**config.mk**
```make
export PLATFORM = sky130hd
export DESIGN_NAME = vmsvc_core
export DESIGN_NICKNAME = d
export VERILOG_FILES = /design/src/design/vmsvc_pkg.sv /design/src/design/vmsvc_core.sv
export SDC_FILE = /design/constraint.sdc
export NUM_CORES = 1
export LEC_CHECK = 0
export BUFFER_PORTS_ARGS = -buffer_cell sky130_fd_sc_hd__buf_2
export CAP_MARGIN = 20
export CORE_MARGIN = 4
export CORE_UTILIZATION = 36
export CTS_CLUSTER_SIZE = 24
export DETAILED_ROUTE_END_ITERATION = 8
export GPL_ROUTABILITY_DRIVEN = 0
export GPL_TIMING_DRIVEN = 0
export PLACE_DENSITY = 0.88
export SLEW_MARGIN = 20
export SYNTH_ARGS = -nofsm -noshare
export SYNTH_HDL_FRONTEND = slang
export SYNTH_SLANG_ARGS = --single-unit
```
**constraint.sdc**
```tcl
create_clock -name core_clk -period 1.3 [get_ports core_clk]
set_input_delay 0.065 -clock core_clk [delete_from_list [all_inputs] [get_ports core_clk]]
set_output_delay 0.065 -clock core_clk [all_outputs]
set_load 0.05 [all_outputs]
```
**src/design/vmsvc_pkg.sv**
```systemverilog
// package for the virtual cpu interface maintenance status and vm control block
// assumes a single core clock domain and system register style access ports
package vmsvc_pkg;
  // register identifiers on the system register access port
  localparam logic [1:0] REG_MAINT_STATUS = 2'h0;  // maintenance status, read only
  localparam logic [1:0] REG_VM_CONTROL   = 2'h1;  // virtual machine control
  // maintenance status bit positions
  localparam int MS_GRP1_DIS  = 7;
  localparam int MS_GRP1_EN   = 6;
  localparam int MS_GRP0_DIS  = 5;
  localparam int MS_GRP0_EN   = 4;
  localparam int MS_NO_PEND   = 3;
  localparam int MS_ABSENT    = 2;
  localparam int MS_FEW_VALID = 1;
  localparam int MS_COMPLETE  = 0;
  localparam logic [7:0] MS_RESET = 8'h00;
  // vm control field positions
  localparam int VC_PMASK_LSB = 24;
  localparam int VC_BP0_LSB   = 21;
  localparam int VC_BP1_LSB   = 18;
  localparam int VC_SPLIT     = 9;
  localparam int VC_CBP       = 4;
  localparam int VC_FIQ       = 3;
  localparam int VC_ACK       = 2;
  localparam int VC_EN1       = 1;
  localparam int VC_EN0       = 0;
  // vm control reset values (fields are unknown architecturally; zero chosen)
  localparam logic [7:0] VC_PMASK_RST = 8'h00;
  localparam logic       VC_BIT_RST   = 1'b0;
  // list entry state encodings
  localparam logic [1:0] LS_INVALID = 2'h0;
  localparam logic [1:0] LS_PENDING = 2'h1;
  localparam logic [1:0] LS_ACTIVE  = 2'h2;
  localparam logic [1:0] LS_PEND_ACT = 2'h3;
  // identifier returned for group1 when acknowledge control is clear
  localparam logic [23:0] SPURIOUS_GRP1_ID = 24'h0003fe;
  localparam logic [2:0]  BP_SATURATE     = 3'h7;
endpackage

```
**src/design/vmsvc_core.sv**
```systemverilog
// maintenance status flags and virtual machine control register
// assumes inputs synchronous to core_clk; list entry states and hypervisor
// control arrive as plain ports from the surrounding cpu interface
`timescale 1ns/1ps

module vmsvc_core #(
  parameter int          NUM_LR   = 4,     // implemented list entries
  parameter int          CNT_W    = 5,     // completion counter width
  parameter int          EISR_W   = 4,     // completion status width
  parameter logic [2:0]  PRE_BITS = 3'h4   // preemption_width field, bits minus one
) (
  // clock and reset
  input  wire logic                 core_clk,
  input  wire logic                 rst_n,
  // system register access
  input  wire logic                 sr_wr,
  input  wire logic                 sr_rd,
  input  wire logic [1:0]           sr_sel,
  input  wire logic                 sr_secure,
  input  wire logic [63:0]          sr_wdata,
  output logic      [63:0]          sr_rdata,
  // guest binary point access, group1 view
  input  wire logic                 guest_bp1_wr,
  input  wire logic [2:0]           guest_bp1_wdata,
  output logic      [2:0]           guest_bp1_rdata,
  // hypervisor control enables
  input  wire logic                 grp1_disabled_irq_enable,
  input  wire logic                 grp1_enabled_irq_enable,
  input  wire logic                 grp0_disabled_irq_enable,
  input  wire logic                 grp0_enabled_irq_enable,
  input  wire logic                 nothing_pending_irq_enable,
  input  wire logic                 entry_absent_irq_enable,
  input  wire logic                 few_valid_irq_enable,
  input  wire logic [CNT_W-1:0]     completion_counter,
  input  wire logic [EISR_W-1:0]    completion_status,
  // list entry states, two bits each
  input  wire logic [2*NUM_LR-1:0]  list_entry_state,
  // top pending candidate
  input  wire logic                 cand_valid,
  input  wire logic [7:0]           cand_prio,
  input  wire logic                 cand_grp1,
  input  wire logic [23:0]          cand_id,
  // completion write from the guest
  input  wire logic                 completion_wr,
  input  wire logic                 deactivate_wr,
  // outputs towards the core and list logic
  output logic                      maint_irq,
  output logic                      virq,
  output logic                      vfiq,
  output logic      [23:0]          ack_id,
  output logic                      prio_drop,
  output logic                      deact
);

  // vm control state
  logic [7:0] pmask_ff,  nxt_pmask;    // virtual_priority_mask
  logic [2:0] bp0_ff,    nxt_bp0;      // grp0_binary_point
  logic [2:0] bp1_ff,    nxt_bp1;      // grp1_binary_point
  logic       split_ff,  nxt_split;    // split_completion_mode
  logic       cbp_ff,    nxt_cbp;      // common_binary_point
  logic       fiq_ff,    nxt_fiq;      // fast_irq_routing
  logic       ack_ff,    nxt_ack;      // acknowledge_control
  logic       en1_ff,    nxt_en1;      // virtual_grp1_enable
  logic       en0_ff,    nxt_en0;      // virtual_grp0_enable
  // maintenance flags
  logic [7:0] ms_ff, nxt_ms;
  // per-entry decode
  logic [NUM_LR-1:0] lr_pend;
  logic [NUM_LR-1:0] lr_valid;
  logic [$clog2(NUM_LR+1)-1:0] valid_cnt;
  // derived minimums, group1 view, register image and signalling terms
  logic [2:0] bp0_min;
  logic [2:0] bp1_min;
  logic [2:0] bp1_view;
  logic [63:0] vmcr_word;
  logic       sig_ok;
  logic [23:0] nxt_ack_id;
  logic        nxt_virq, nxt_vfiq;

  // per-entry state decode; only list contents count, never set packets
  for (genvar g = 0; g < NUM_LR; g++) begin : g_lr
    assign lr_pend[g]  = (list_entry_state[2*g +: 2] == vmsvc_pkg::LS_PENDING) ||
                         (list_entry_state[2*g +: 2] == vmsvc_pkg::LS_PEND_ACT);
    assign lr_valid[g] = (list_entry_state[2*g +: 2] != vmsvc_pkg::LS_INVALID);
  end

  // count valid entries
  always_comb begin
    valid_cnt = '0;
    for (int i = 0; i < NUM_LR; i++) begin
      valid_cnt = valid_cnt + {{($bits(valid_cnt)-1){1'b0}}, lr_valid[i]};
    end
  end

  // binary point minimums; preemption_width field n (bits minus one) gives minimum 7-n
  assign bp0_min = 3'h7 - PRE_BITS;
  assign bp1_min = (bp0_min == vmsvc_pkg::BP_SATURATE) ? bp0_min :
                   (sr_secure ? bp0_min : bp0_min + 3'h1);
  // group1 view under common binary point
  assign bp1_view = cbp_ff ? ((bp0_ff == vmsvc_pkg::BP_SATURATE) ? vmsvc_pkg::BP_SATURATE
                                                                  : bp0_ff + 3'h1)
                           : bp1_ff;
  assign guest_bp1_rdata = bp1_view;

  // register image; reserved bits read as zero
  always_comb begin
    vmcr_word = 64'h0;
    vmcr_word[vmsvc_pkg::VC_PMASK_LSB +: 8] = pmask_ff;
    vmcr_word[vmsvc_pkg::VC_BP0_LSB +: 3]   = bp0_ff;
    vmcr_word[vmsvc_pkg::VC_BP1_LSB +: 3]   = bp1_ff;
    vmcr_word[vmsvc_pkg::VC_SPLIT]          = split_ff;
    vmcr_word[vmsvc_pkg::VC_CBP]            = cbp_ff;
    vmcr_word[vmsvc_pkg::VC_FIQ]            = fiq_ff;
    vmcr_word[vmsvc_pkg::VC_ACK]            = ack_ff;
    vmcr_word[vmsvc_pkg::VC_EN1]            = en1_ff;
    vmcr_word[vmsvc_pkg::VC_EN0]            = en0_ff;
  end

  // read data: combinational, zero when not reading
  always_comb begin
    sr_rdata = 64'h0;
    if (sr_rd) begin
      case (sr_sel)
        vmsvc_pkg::REG_MAINT_STATUS: sr_rdata = {56'h0, ms_ff};
        vmsvc_pkg::REG_VM_CONTROL:   sr_rdata = vmcr_word;
        default:                     sr_rdata = 64'h0;
      endcase
    end
  end

  // next values of the vm control register
  always_comb begin
    logic [2:0] wbp0;
    logic [2:0] wbp1;
    wbp0 = sr_wdata[vmsvc_pkg::VC_BP0_LSB +: 3];
    wbp1 = sr_wdata[vmsvc_pkg::VC_BP1_LSB +: 3];
    nxt_pmask = pmask_ff;
    nxt_bp0   = bp0_ff;
    nxt_bp1   = bp1_ff;
    nxt_split = split_ff;
    nxt_cbp   = cbp_ff;
    nxt_fiq   = fiq_ff;
    nxt_ack   = ack_ff;
    nxt_en1   = en1_ff;
    nxt_en0   = en0_ff;
    // writes to the status register fall through untouched
    if (sr_wr && (sr_sel == vmsvc_pkg::REG_VM_CONTROL)) begin
      nxt_pmask = sr_wdata[vmsvc_pkg::VC_PMASK_LSB +: 8];
      nxt_bp0   = (wbp0 < bp0_min) ? bp0_min : wbp0;
      // hypervisor write reaches group1 point whatever the common bit
      nxt_bp1   = (wbp1 < bp1_min) ? bp1_min : wbp1;
      nxt_split = sr_wdata[vmsvc_pkg::VC_SPLIT];
      nxt_cbp   = sr_wdata[vmsvc_pkg::VC_CBP];
      nxt_fiq   = sr_wdata[vmsvc_pkg::VC_FIQ];
      nxt_ack   = sr_wdata[vmsvc_pkg::VC_ACK];
      nxt_en1   = sr_wdata[vmsvc_pkg::VC_EN1];
      nxt_en0   = sr_wdata[vmsvc_pkg::VC_EN0];
    end else if (guest_bp1_wr && !cbp_ff) begin
      // guest view write; ignored under common binary point
      nxt_bp1 = (guest_bp1_wdata < bp1_min) ? bp1_min : guest_bp1_wdata;
    end
  end

  // maintenance flags, recomputed every cycle
  always_comb begin
    nxt_ms = 8'h00;
    nxt_ms[vmsvc_pkg::MS_GRP1_DIS]  = grp1_disabled_irq_enable & ~en1_ff;
    nxt_ms[vmsvc_pkg::MS_GRP1_EN]   = grp1_enabled_irq_enable  &  en1_ff;
    nxt_ms[vmsvc_pkg::MS_GRP0_DIS]  = grp0_disabled_irq_enable & ~en0_ff;
    nxt_ms[vmsvc_pkg::MS_GRP0_EN]   = grp0_enabled_irq_enable  &  en0_ff;
    nxt_ms[vmsvc_pkg::MS_NO_PEND]   = nothing_pending_irq_enable & ~(|lr_pend);
    nxt_ms[vmsvc_pkg::MS_ABSENT]    = entry_absent_irq_enable &
                                      (completion_counter != '0);
    nxt_ms[vmsvc_pkg::MS_FEW_VALID] = few_valid_irq_enable &
                                      (valid_cnt <= 1);
    nxt_ms[vmsvc_pkg::MS_COMPLETE]  = |completion_status;
  end

  // signalling of the top candidate: mask, group enables, routing
  always_comb begin
    sig_ok     = cand_valid && (cand_prio < pmask_ff);
    nxt_virq   = 1'b0;
    nxt_vfiq   = 1'b0;
    nxt_ack_id = cand_id;
    if (sig_ok && cand_grp1 && en1_ff) begin
      nxt_virq = 1'b1;
    end else if (sig_ok && !cand_grp1 && en0_ff) begin
      if (fiq_ff) begin
        nxt_vfiq = 1'b1;
      end else begin
        nxt_virq = 1'b1;
      end
    end
    if (cand_grp1 && !ack_ff) begin
      nxt_ack_id = vmsvc_pkg::SPURIOUS_GRP1_ID;
    end
  end

  // completion handling: combinational strobes
  assign prio_drop = completion_wr;
  assign deact     = split_ff ? deactivate_wr : completion_wr;
  assign maint_irq = |ms_ff;

  // register all state
  always_ff @(posedge core_clk or negedge rst_n) begin
    if (!rst_n) begin
      pmask_ff <= vmsvc_pkg::VC_PMASK_RST;
      bp0_ff   <= 3'h0;
      bp1_ff   <= 3'h0;
      split_ff <= vmsvc_pkg::VC_BIT_RST;
      cbp_ff   <= vmsvc_pkg::VC_BIT_RST;
      fiq_ff   <= vmsvc_pkg::VC_BIT_RST;
      ack_ff   <= vmsvc_pkg::VC_BIT_RST;
      en1_ff   <= vmsvc_pkg::VC_BIT_RST;
      en0_ff   <= vmsvc_pkg::VC_BIT_RST;
      ms_ff    <= vmsvc_pkg::MS_RESET;
      virq     <= 1'b0;
      vfiq     <= 1'b0;
      ack_id   <= 24'h0;
    end else begin
      pmask_ff <= nxt_pmask;
      bp0_ff   <= nxt_bp0;
      bp1_ff   <= nxt_bp1;
      split_ff <= nxt_split;
      cbp_ff   <= nxt_cbp;
      fiq_ff   <= nxt_fiq;
      ack_ff   <= nxt_ack;
      en1_ff   <= nxt_en1;
      en0_ff   <= nxt_en0;
      ms_ff    <= nxt_ms;
      virq     <= nxt_virq;
      vfiq     <= nxt_vfiq;
      ack_id   <= nxt_ack_id;
    end
  end

  // checks; flags are registered, so each flag is held against the inputs
  // of the cycle before rather than against the same cycle
  a_grp1_dis_flag: assert property (@(posedge core_clk) disable iff (!rst_n)
    1 |=> ms_ff[7] == $past(grp1_disabled_irq_enable & ~en1_ff))
    else $error("grp1 disabled flag wrong");
  a_grp1_en_flag: assert property (@(posedge core_clk) disable iff (!rst_n)
    1 |=> ms_ff[6] == $past(grp1_enabled_irq_enable & en1_ff))
    else $error("grp1 enabled flag wrong");
  a_grp0_dis_flag: assert property (@(posedge core_clk) disable iff (!rst_n)
    1 |=> ms_ff[5] == $past(grp0_disabled_irq_enable & ~en0_ff))
    else $error("grp0 disabled flag wrong");
  a_grp0_en_flag: assert property (@(posedge core_clk) disable iff (!rst_n)
    1 |=> ms_ff[4] == $past(grp0_enabled_irq_enable & en0_ff))
    else $error("grp0 enabled flag wrong");
  a_no_pend_flag: assert property (@(posedge core_clk) disable iff (!rst_n)
    (nothing_pending_irq_enable && lr_pend == '0) |=> ms_ff[3])
    else $error("nothing pending flag missed");
  a_absent_flag: assert property (@(posedge core_clk) disable iff (!rst_n)
    (entry_absent_irq_enable && completion_counter != '0) |=> ms_ff[2])
    else $error("entry absent flag missed");
  a_few_valid_flag: assert property (@(posedge core_clk) disable iff (!rst_n)
    (few_valid_irq_enable && valid_cnt > 1) |=> !ms_ff[1])
    else $error("few valid flag set with many entries");
  a_complete_flag: assert property (@(posedge core_clk) disable iff (!rst_n)
    (completion_status != '0) |=> ms_ff[0])
    else $error("completion flag missed");
  a_status_upper: assert property (@(posedge core_clk) disable iff (!rst_n)
    (sr_rd && sr_sel == vmsvc_pkg::REG_MAINT_STATUS) |-> sr_rdata[63:8] == 56'h0)
    else $error("status upper bits not zero");
  a_irq_or: assert property (@(posedge core_clk) disable iff (!rst_n)
    maint_irq == (ms_ff != 8'h00))
    else $error("maintenance interrupt not or of flags");
  a_mask_gate: assert property (@(posedge core_clk) disable iff (!rst_n)
    (cand_valid && cand_prio >= pmask_ff) |=> !virq && !vfiq)
    else $error("interrupt signalled past mask");
  // reset leaves both points at zero, under the minimum; only writes clamp,
  // so these look one cycle after a write rather than at every edge
  a_bp0_clamp: assert property (@(posedge core_clk) disable iff (!rst_n)
    (sr_wr && sr_sel == vmsvc_pkg::REG_VM_CONTROL) |=> bp0_ff >= bp0_min)
    else $error("grp0 binary point below minimum");
  a_bp1_clamp: assert property (@(posedge core_clk) disable iff (!rst_n)
    (sr_wr && sr_sel == vmsvc_pkg::REG_VM_CONTROL && !sr_secure)
    |=> (bp1_ff == 3'h7 || bp1_ff > bp0_min))
    else $error("non-secure grp1 binary point below minimum");
  a_cbp_ignore: assert property (@(posedge core_clk) disable iff (!rst_n)
    (guest_bp1_wr && cbp_ff && !sr_wr) |=> $stable(bp1_ff))
    else $error("grp1 point changed under common mode");
  a_cbp_view: assert property (@(posedge core_clk) disable iff (!rst_n)
    (cbp_ff && bp0_ff != 3'h7) |-> guest_bp1_rdata - bp0_ff == 3'h1)
    else $error("common point view not grp0 plus one");
  a_fiq_route: assert property (@(posedge core_clk) disable iff (!rst_n)
    (sig_ok && !cand_grp1 && en0_ff && fiq_ff) |=> vfiq && !virq)
    else $error("group0 not routed to fast irq");
  a_ack_hide: assert property (@(posedge core_clk) disable iff (!rst_n)
    (cand_grp1 && !ack_ff) |=> ack_id == 24'h0003fe)
    else $error("group1 identifier not hidden");
  a_split_mode: assert property (@(posedge core_clk) disable iff (!rst_n)
    (split_ff && completion_wr && !deactivate_wr) |-> !deact)
    else $error("split mode deactivated on completion");
  a_split_off: assert property (@(posedge core_clk) disable iff (!rst_n)
    (!split_ff && completion_wr) |-> deact)
    else $error("completion without split mode did not deactivate");
  a_grp1_gate: assert property (@(posedge core_clk) disable iff (!rst_n)
    (cand_grp1 && !en1_ff) |=> !virq && !vfiq)
    else $error("disabled group1 signalled");
  a_grp1_signal: assert property (@(posedge core_clk) disable iff (!rst_n)
    (cand_valid && cand_prio < pmask_ff && cand_grp1 && en1_ff) |=> virq && !vfiq)
    else $error("enabled group1 not signalled as irq");
  a_grp0_gate: assert property (@(posedge core_clk) disable iff (!rst_n)
    (!cand_grp1 && !en0_ff) |=> !virq && !vfiq)
    else $error("disabled group0 signalled");

  // main scenarios worth seeing at least once
  c_virq: cover property (@(posedge core_clk) disable iff (!rst_n) virq);
  c_vfiq: cover property (@(posedge core_clk) disable iff (!rst_n) vfiq);
  c_maint: cover property (@(posedge core_clk) disable iff (!rst_n) maint_irq);
  c_clamp: cover property (@(posedge core_clk) disable iff (!rst_n)
    sr_wr && sr_sel == vmsvc_pkg::REG_VM_CONTROL &&
    sr_wdata[vmsvc_pkg::VC_BP0_LSB +: 3] < bp0_min);
  c_common: cover property (@(posedge core_clk) disable iff (!rst_n)
    cbp_ff && guest_bp1_wr);

endmodule

```
After elaboration in Yosys (flattened, before gate mapping)
Cells that the tools add are included.
{"block": "word_totals", "ff_bits": 54, "in_bits": 135, "output_inout_bits": 96, "word_cells": 85}
{"block": "classes", "n_addsub": 4, "order_cmp": 5, "eq_ne": 10, "n_mux": 18, "bitwise_logic": 10, "n_reduce_logical": 25}
{"operator": "one-hot mux 32 bit (2 select lines)", "count": 1}
{"operator": "two-way mux 32 bit", "count": 1}
{"operator": "two-way mux 24 bit", "count": 1}
{"operator": "two-way mux 3 bit", "count": 8}
{"operator": "equality test 2 x 1 -> 1 bit (second input constant)", "count": 5}
{"operator": "nonzero test 2 bit", "count": 5}
{"operator": "equality test 2 bit (second input constant)", "count": 4}
{"operator": "logical AND 1 bit", "count": 8}
{"operator": "< comparator 8 bit", "count": 1}
{"operator": "OR reduction 4 bit", "count": 2}
{"operator": "OR reduction 8 bit", "count": 1}
{"operator": "AND 1 bit", "count": 7}
{"operator": "two-way mux 1 bit", "count": 7}
{"operator": "< comparator 3 bit", "count": 2}
{"operator": "nonzero test 5 bit", "count": 1}
{"operator": "logical OR 1 bit", "count": 4}
{"operator": "adder 2 x 1 -> 3 bit", "count": 1}
{"operator": "adder 3 x 1 -> 3 bit", "count": 1}
{"operator": "adder 3 x 1 -> 3 bit (second input constant)", "count": 1}
{"operator": "equality test 3 bit (second input constant)", "count": 1}
{"operator": "less-or-equal comparator 3 x 1 -> 1 bit (second input constant)", "count": 1}
{"operator": "logical NOT 1 bit", "count": 3}
{"operator": "< comparator 3 x 2 -> 1 bit (second input constant)", "count": 1}
{"operator": "inverter 1 bit", "count": 3}
{"operator": "2 further kinds", "count": 2}

Logic depth before layout (Yosys ltp)
{"block": "logic_depth", "depth_word": 6, "ltp_mapped": 6}

Worst setup path after synthesis
Ideal clock, no wire load.
{"block": "synth_timing", "kind": "in2out", "startpoint": "input sr_sel[1]", "endpoint": "output sr_rdata[26]", "arrival_time_ps": 1597, "slack_ps": -362, "cell_stages": 4, "path_cell_list": "nand2b_1 -> clkbuf_1 -> clkbuf_1 -> nor3_1"}
{"block": "synth_via", "elab_chain_len": 3, "elab_cells_between_ends": 4, "cone_classes": "1 x eq/ne; 2 x mux; 1 x reduce/logical"}
{"element": "start, declared", "line": "vmsvc_core.sv:18", "text": "input wire logic [1:0] sr_sel,"}
{"element": "equality test 2 x 1 -> 1 bit or logical NOT 2 bit (tied branches)", "line": "vmsvc_core.sv:123", "text": "case (sr_sel)"}
{"element": "one-hot mux 32 bit (2 select lines) *", "line": "vmsvc_core.sv:123"}
{"element": "two-way mux 32 bit *", "line": "vmsvc_core.sv:122", "text": "if (sr_rd) begin"}
{"element": "end, declared", "line": "vmsvc_core.sv:21", "text": "output logic [63:0] sr_rdata,"}
Mark *: on every way between the ends. The rest lies on a longest branch, timed or not.

Worst setup path in the final report
{"block": "layout_timing", "startpoint": "register bp0_ff[1]", "endpoint": "output guest_bp1_rdata[1]"}
{"block": "layout_via", "elab_chain_len": 3, "elab_cells_between_ends": 4, "cone_classes": "1 x add/sub; 1 x eq/ne; 2 x mux"}
{"element": "start, declared", "line": "vmsvc_core.sv:57", "text": "logic [2:0] bp0_ff, nxt_bp0;"}
{"element": "start signal, assigned", "line": "vmsvc_core.sv:222", "text": "bp0_ff <= nxt_bp0;"}
{"element": "adder 3 x 1 -> 3 bit or equality test 3 bit (tied branches)", "line": "vmsvc_core.sv:101, vmsvc_core.sv:100"}
{"element": "two-way mux 3 bit * (2 in series)", "line": "vmsvc_core.sv:100", "text": "assign bp1_view = cbp_ff ? ((bp0_ff == vmsvc_pkg::BP_SATURATE) ? vmsvc_pkg::BP_SATURATE"}
{"element": "end, declared", "line": "vmsvc_core.sv:25", "text": "output logic [2:0] guest_bp1_rdata,"}
Marks and branches as above.

==> impl_metrics.toml <==
[global_route]
gr-total-overflow = 0
grt_max_degree = 55
antenna_found_initial = 0
track_usage_pct = 17.8
grt_pass1_wl_um = 13700
grt_pass1_vias = 2970

[status]
violations = "setup timing"
status = "complete, but fails checks"

[placed_design]
post-dp-hpwl_um = 6440
port-buffer-count = 145
dp_slack_ps = -195

[die]
start_util_pct = 37.0
die_h_um = 97.4
die_area_um2 = 9480
die_w_um = 97.4
core_area_um2 = 7770
ios = 231
row_count = 32

[sta]
fin_crit_sh_pct = 111
max_slew_margin_pct = 55.4
skew_ps = 3.41
final-setup-viol-count = 7
rsz0062_at_grt = "yes"
fin_ws_ps = -137
slew_violations = 0
worst_pin_slew_ps = 669
period_needed_ps = 1440
hold_viol = 0
fmax_mhz = 696

[route]
wirelength_um = 9080
vias = 2815
drc = 0
ant_nets = 0
dr.first_iter.drc_count = 72
post_drt_wl_per_cell_um = 14.1
avgViaCountPerCell = 4.36
drt_pre_antenna_iters = 4

[synthesis]
synth_seq_area_share_pct = 47.0
synth_top_cell_area_share_pct = 47.0
yosysTopAreaCell = "dfrtp_1"
async_reset_ff_share_pct = 100
synth_seq_cells = 54
avgSynthCellArea_um2 = 9.78
yosysMostFrequentCell = "dfrtp_1"
ys_types = 36
ys.flop_type = "dfrtp_1"
yosysWarnings = 0
synth_edf_count = 0
ys_top_cells_by_area = "dfrtp_1 (47%), buf_4 (11%), and2_1 (5.7%), ha_1 (5.2%), nand2_1 (4.6%)"
syn_inst = 294
synth_common_cells = "dfrtp_1 (54), buf_4 (43), nand2_1 (35)"
netlist_area_um2 = 2880

[setup_path]
start_kind = "register"
path_common_cell = "a21oi_2"
cp_top_family = "flip-flops"
cp_cell_sequence = "ha_4 -> a21oi_2 -> a21oi_2 -> buf_6"
cp_slowest_cell = "dfrtp_1"
cp_max_fo = 2
max_stage_delay_ps = 430
arrival_ps = 1370
worstPathRequired_ps = 1240
criticalPathCategory = "reg -> out"
cp.buffers_inverters = 1
setup.worst_path.end_class = "primary output"

[hold_path]
holdCritPathClass = "in -> reg"

[pwr]
power_mw = 5.05
p_leak_nw = 2.53
p_per_area_nw_per_um2 = 1060
vdd_drop_max_v = 0.000549

[flow_run]
drv_cap = 0

[finish]
diodes = 0
nets = 691
areaGrowthSynthToFinish_pct = 66.3
filler_cell_count = 629
drive_above_1_share_pct = 45.0

[clocking]
cts_tree = "built"
cts_buffer_depth = 2
clk_latency_ps = 310
numCtsBuffers = 5
cts.sinks = 54
clk_pin_slew_ps = 100
cts_root_buffer = "clkbuf_8"
h-tree-depth = 2
## registers in the layout, summed over array words and instances (netlist names), 3 cells and up
| register | flops |
|---|---|
| bp0_ff | 3 |
| pmask_ff | 8 |
| ms_ff | 8 |
| bp1_ff | 3 |
| ack_id | 24 |
## placed cells by master, fill, tap and decap left out, drive strengths merged, types with 2 or more instances in the layout
| master | count |
|---|---|
| nand2 | 35 |
| or2 | 3 |
| and2 | 26 |
| nor2b | 2 |
| nor2 | 14 |
| o21ai | 12 |
| nor3 | 9 |
| clkbuf | 7 |
| inv | 13 |
| a31oi | 3 |
| and3b | 2 |
| nor4 | 3 |
| nor3b | 5 |
| a21oi | 10 |
| a21o | 2 |
| dfrtp | 54 |
| conb | 41 |
| clkinv | 2 |
| nand2b | 13 |
| or4 | 2 |
| mux2i | 7 |
| dlygate4sd3 | 52 |
| buf | 201 |
| ha | 12 |
| o21a | 3 |
## what timing repair did
action / CTS / global route
pin swaps: 7 / 3
endpoints found under the hold margin: 101 / 0
endpoints found under the setup margin: 28 / 42
setup buffers: 2 / 6
gates resized for setup: 32 / 38
hold buffers: 52 / 0
## layout make-up
| cell class | instances | area (µm²) | area share, % |
|---|---|---|---|
| buffer | 51 | 364 | 7.61 |
| clock buffer | 5 | 68.8 | 1.44 |
| clock inverter | 3 | 28.8 | 0.602 |
| inverter | 12 | 45.0 | 0.942 |
| multi-input combinational | 215 | 1410 | 29.4 |
| sequential | 54 | 1360 | 28.3 |
| tap | 102 | 128 | 2.67 |
| timing repair buffer | 204 | 1390 | 29.0 |
## through the flow
stage	area (µm²)	hold WS (ps)	utilization (%)	setup TNS (ps)	cells
after global routing	4780	5.45	61.6	-889	646
after detailed placement	3900	148	50.2	-2990	581
after global placement	3890	253	50.1	-1950	581
after CTS	4630	4.19	59.6	-579	642
final	4780	2.37	61.6	-418	646
after floorplan	3040	-231	-	-3160	334
## layer usage
metal / wire (µm) / global-route usage [%]
met3: 590 / 2.94
met5: 0 / 0
met2: 5070 / 34.1
met1: 3160 / 18.7
met4: 259 / 8.41
## logic make-up (layout without fill, tap and decap cells)
| family | Yosys count | in the layout | synth area share (%) |
|---|---|---|---|
| and+or+nand+nor | 116 | 116 | 21.6 |
| buffers and inverters | 65 | 275 | 14.3 |
| DFF | 54 | 54 | 47.0 |
| AOI/OAI and AO/OA | 37 | 37 | 8.22 |
| adders and majority gates | 13 | 13 | 5.92 |
| muxes | 8 | 8 | 2.83 |
| other | 1 | 41 | 0.130 |
## path summary, 6_finish.rpt
check                                              start                  to  slack, ps  cells after the start
worst min-delay path            grp1_disabled_irq_enable            ms_ff[7]          2                      2
worst max register to register               pmask_ff[6]                vfiq        -70                      6
min in group asynchronous                          rst_n           bp1_ff[1]        320                      2
max in group asynchronous                          rst_n              cbp_ff        480                      2
worst min register to register                    en0_ff            ms_ff[5]        510                      1
worst max-delay path                           bp0_ff[1]  guest_bp1_rdata[1]       -140                      4
## power by group
group          switching (mW)  total, mW  leakage (nW)  internal, mW
logic                    1.29       2.06          1.83         0.770
clock network           0.582      0.982        0.0502         0.400
registers               0.131       2.00         0.651          1.87
Power figures use the tool's default switching activity.
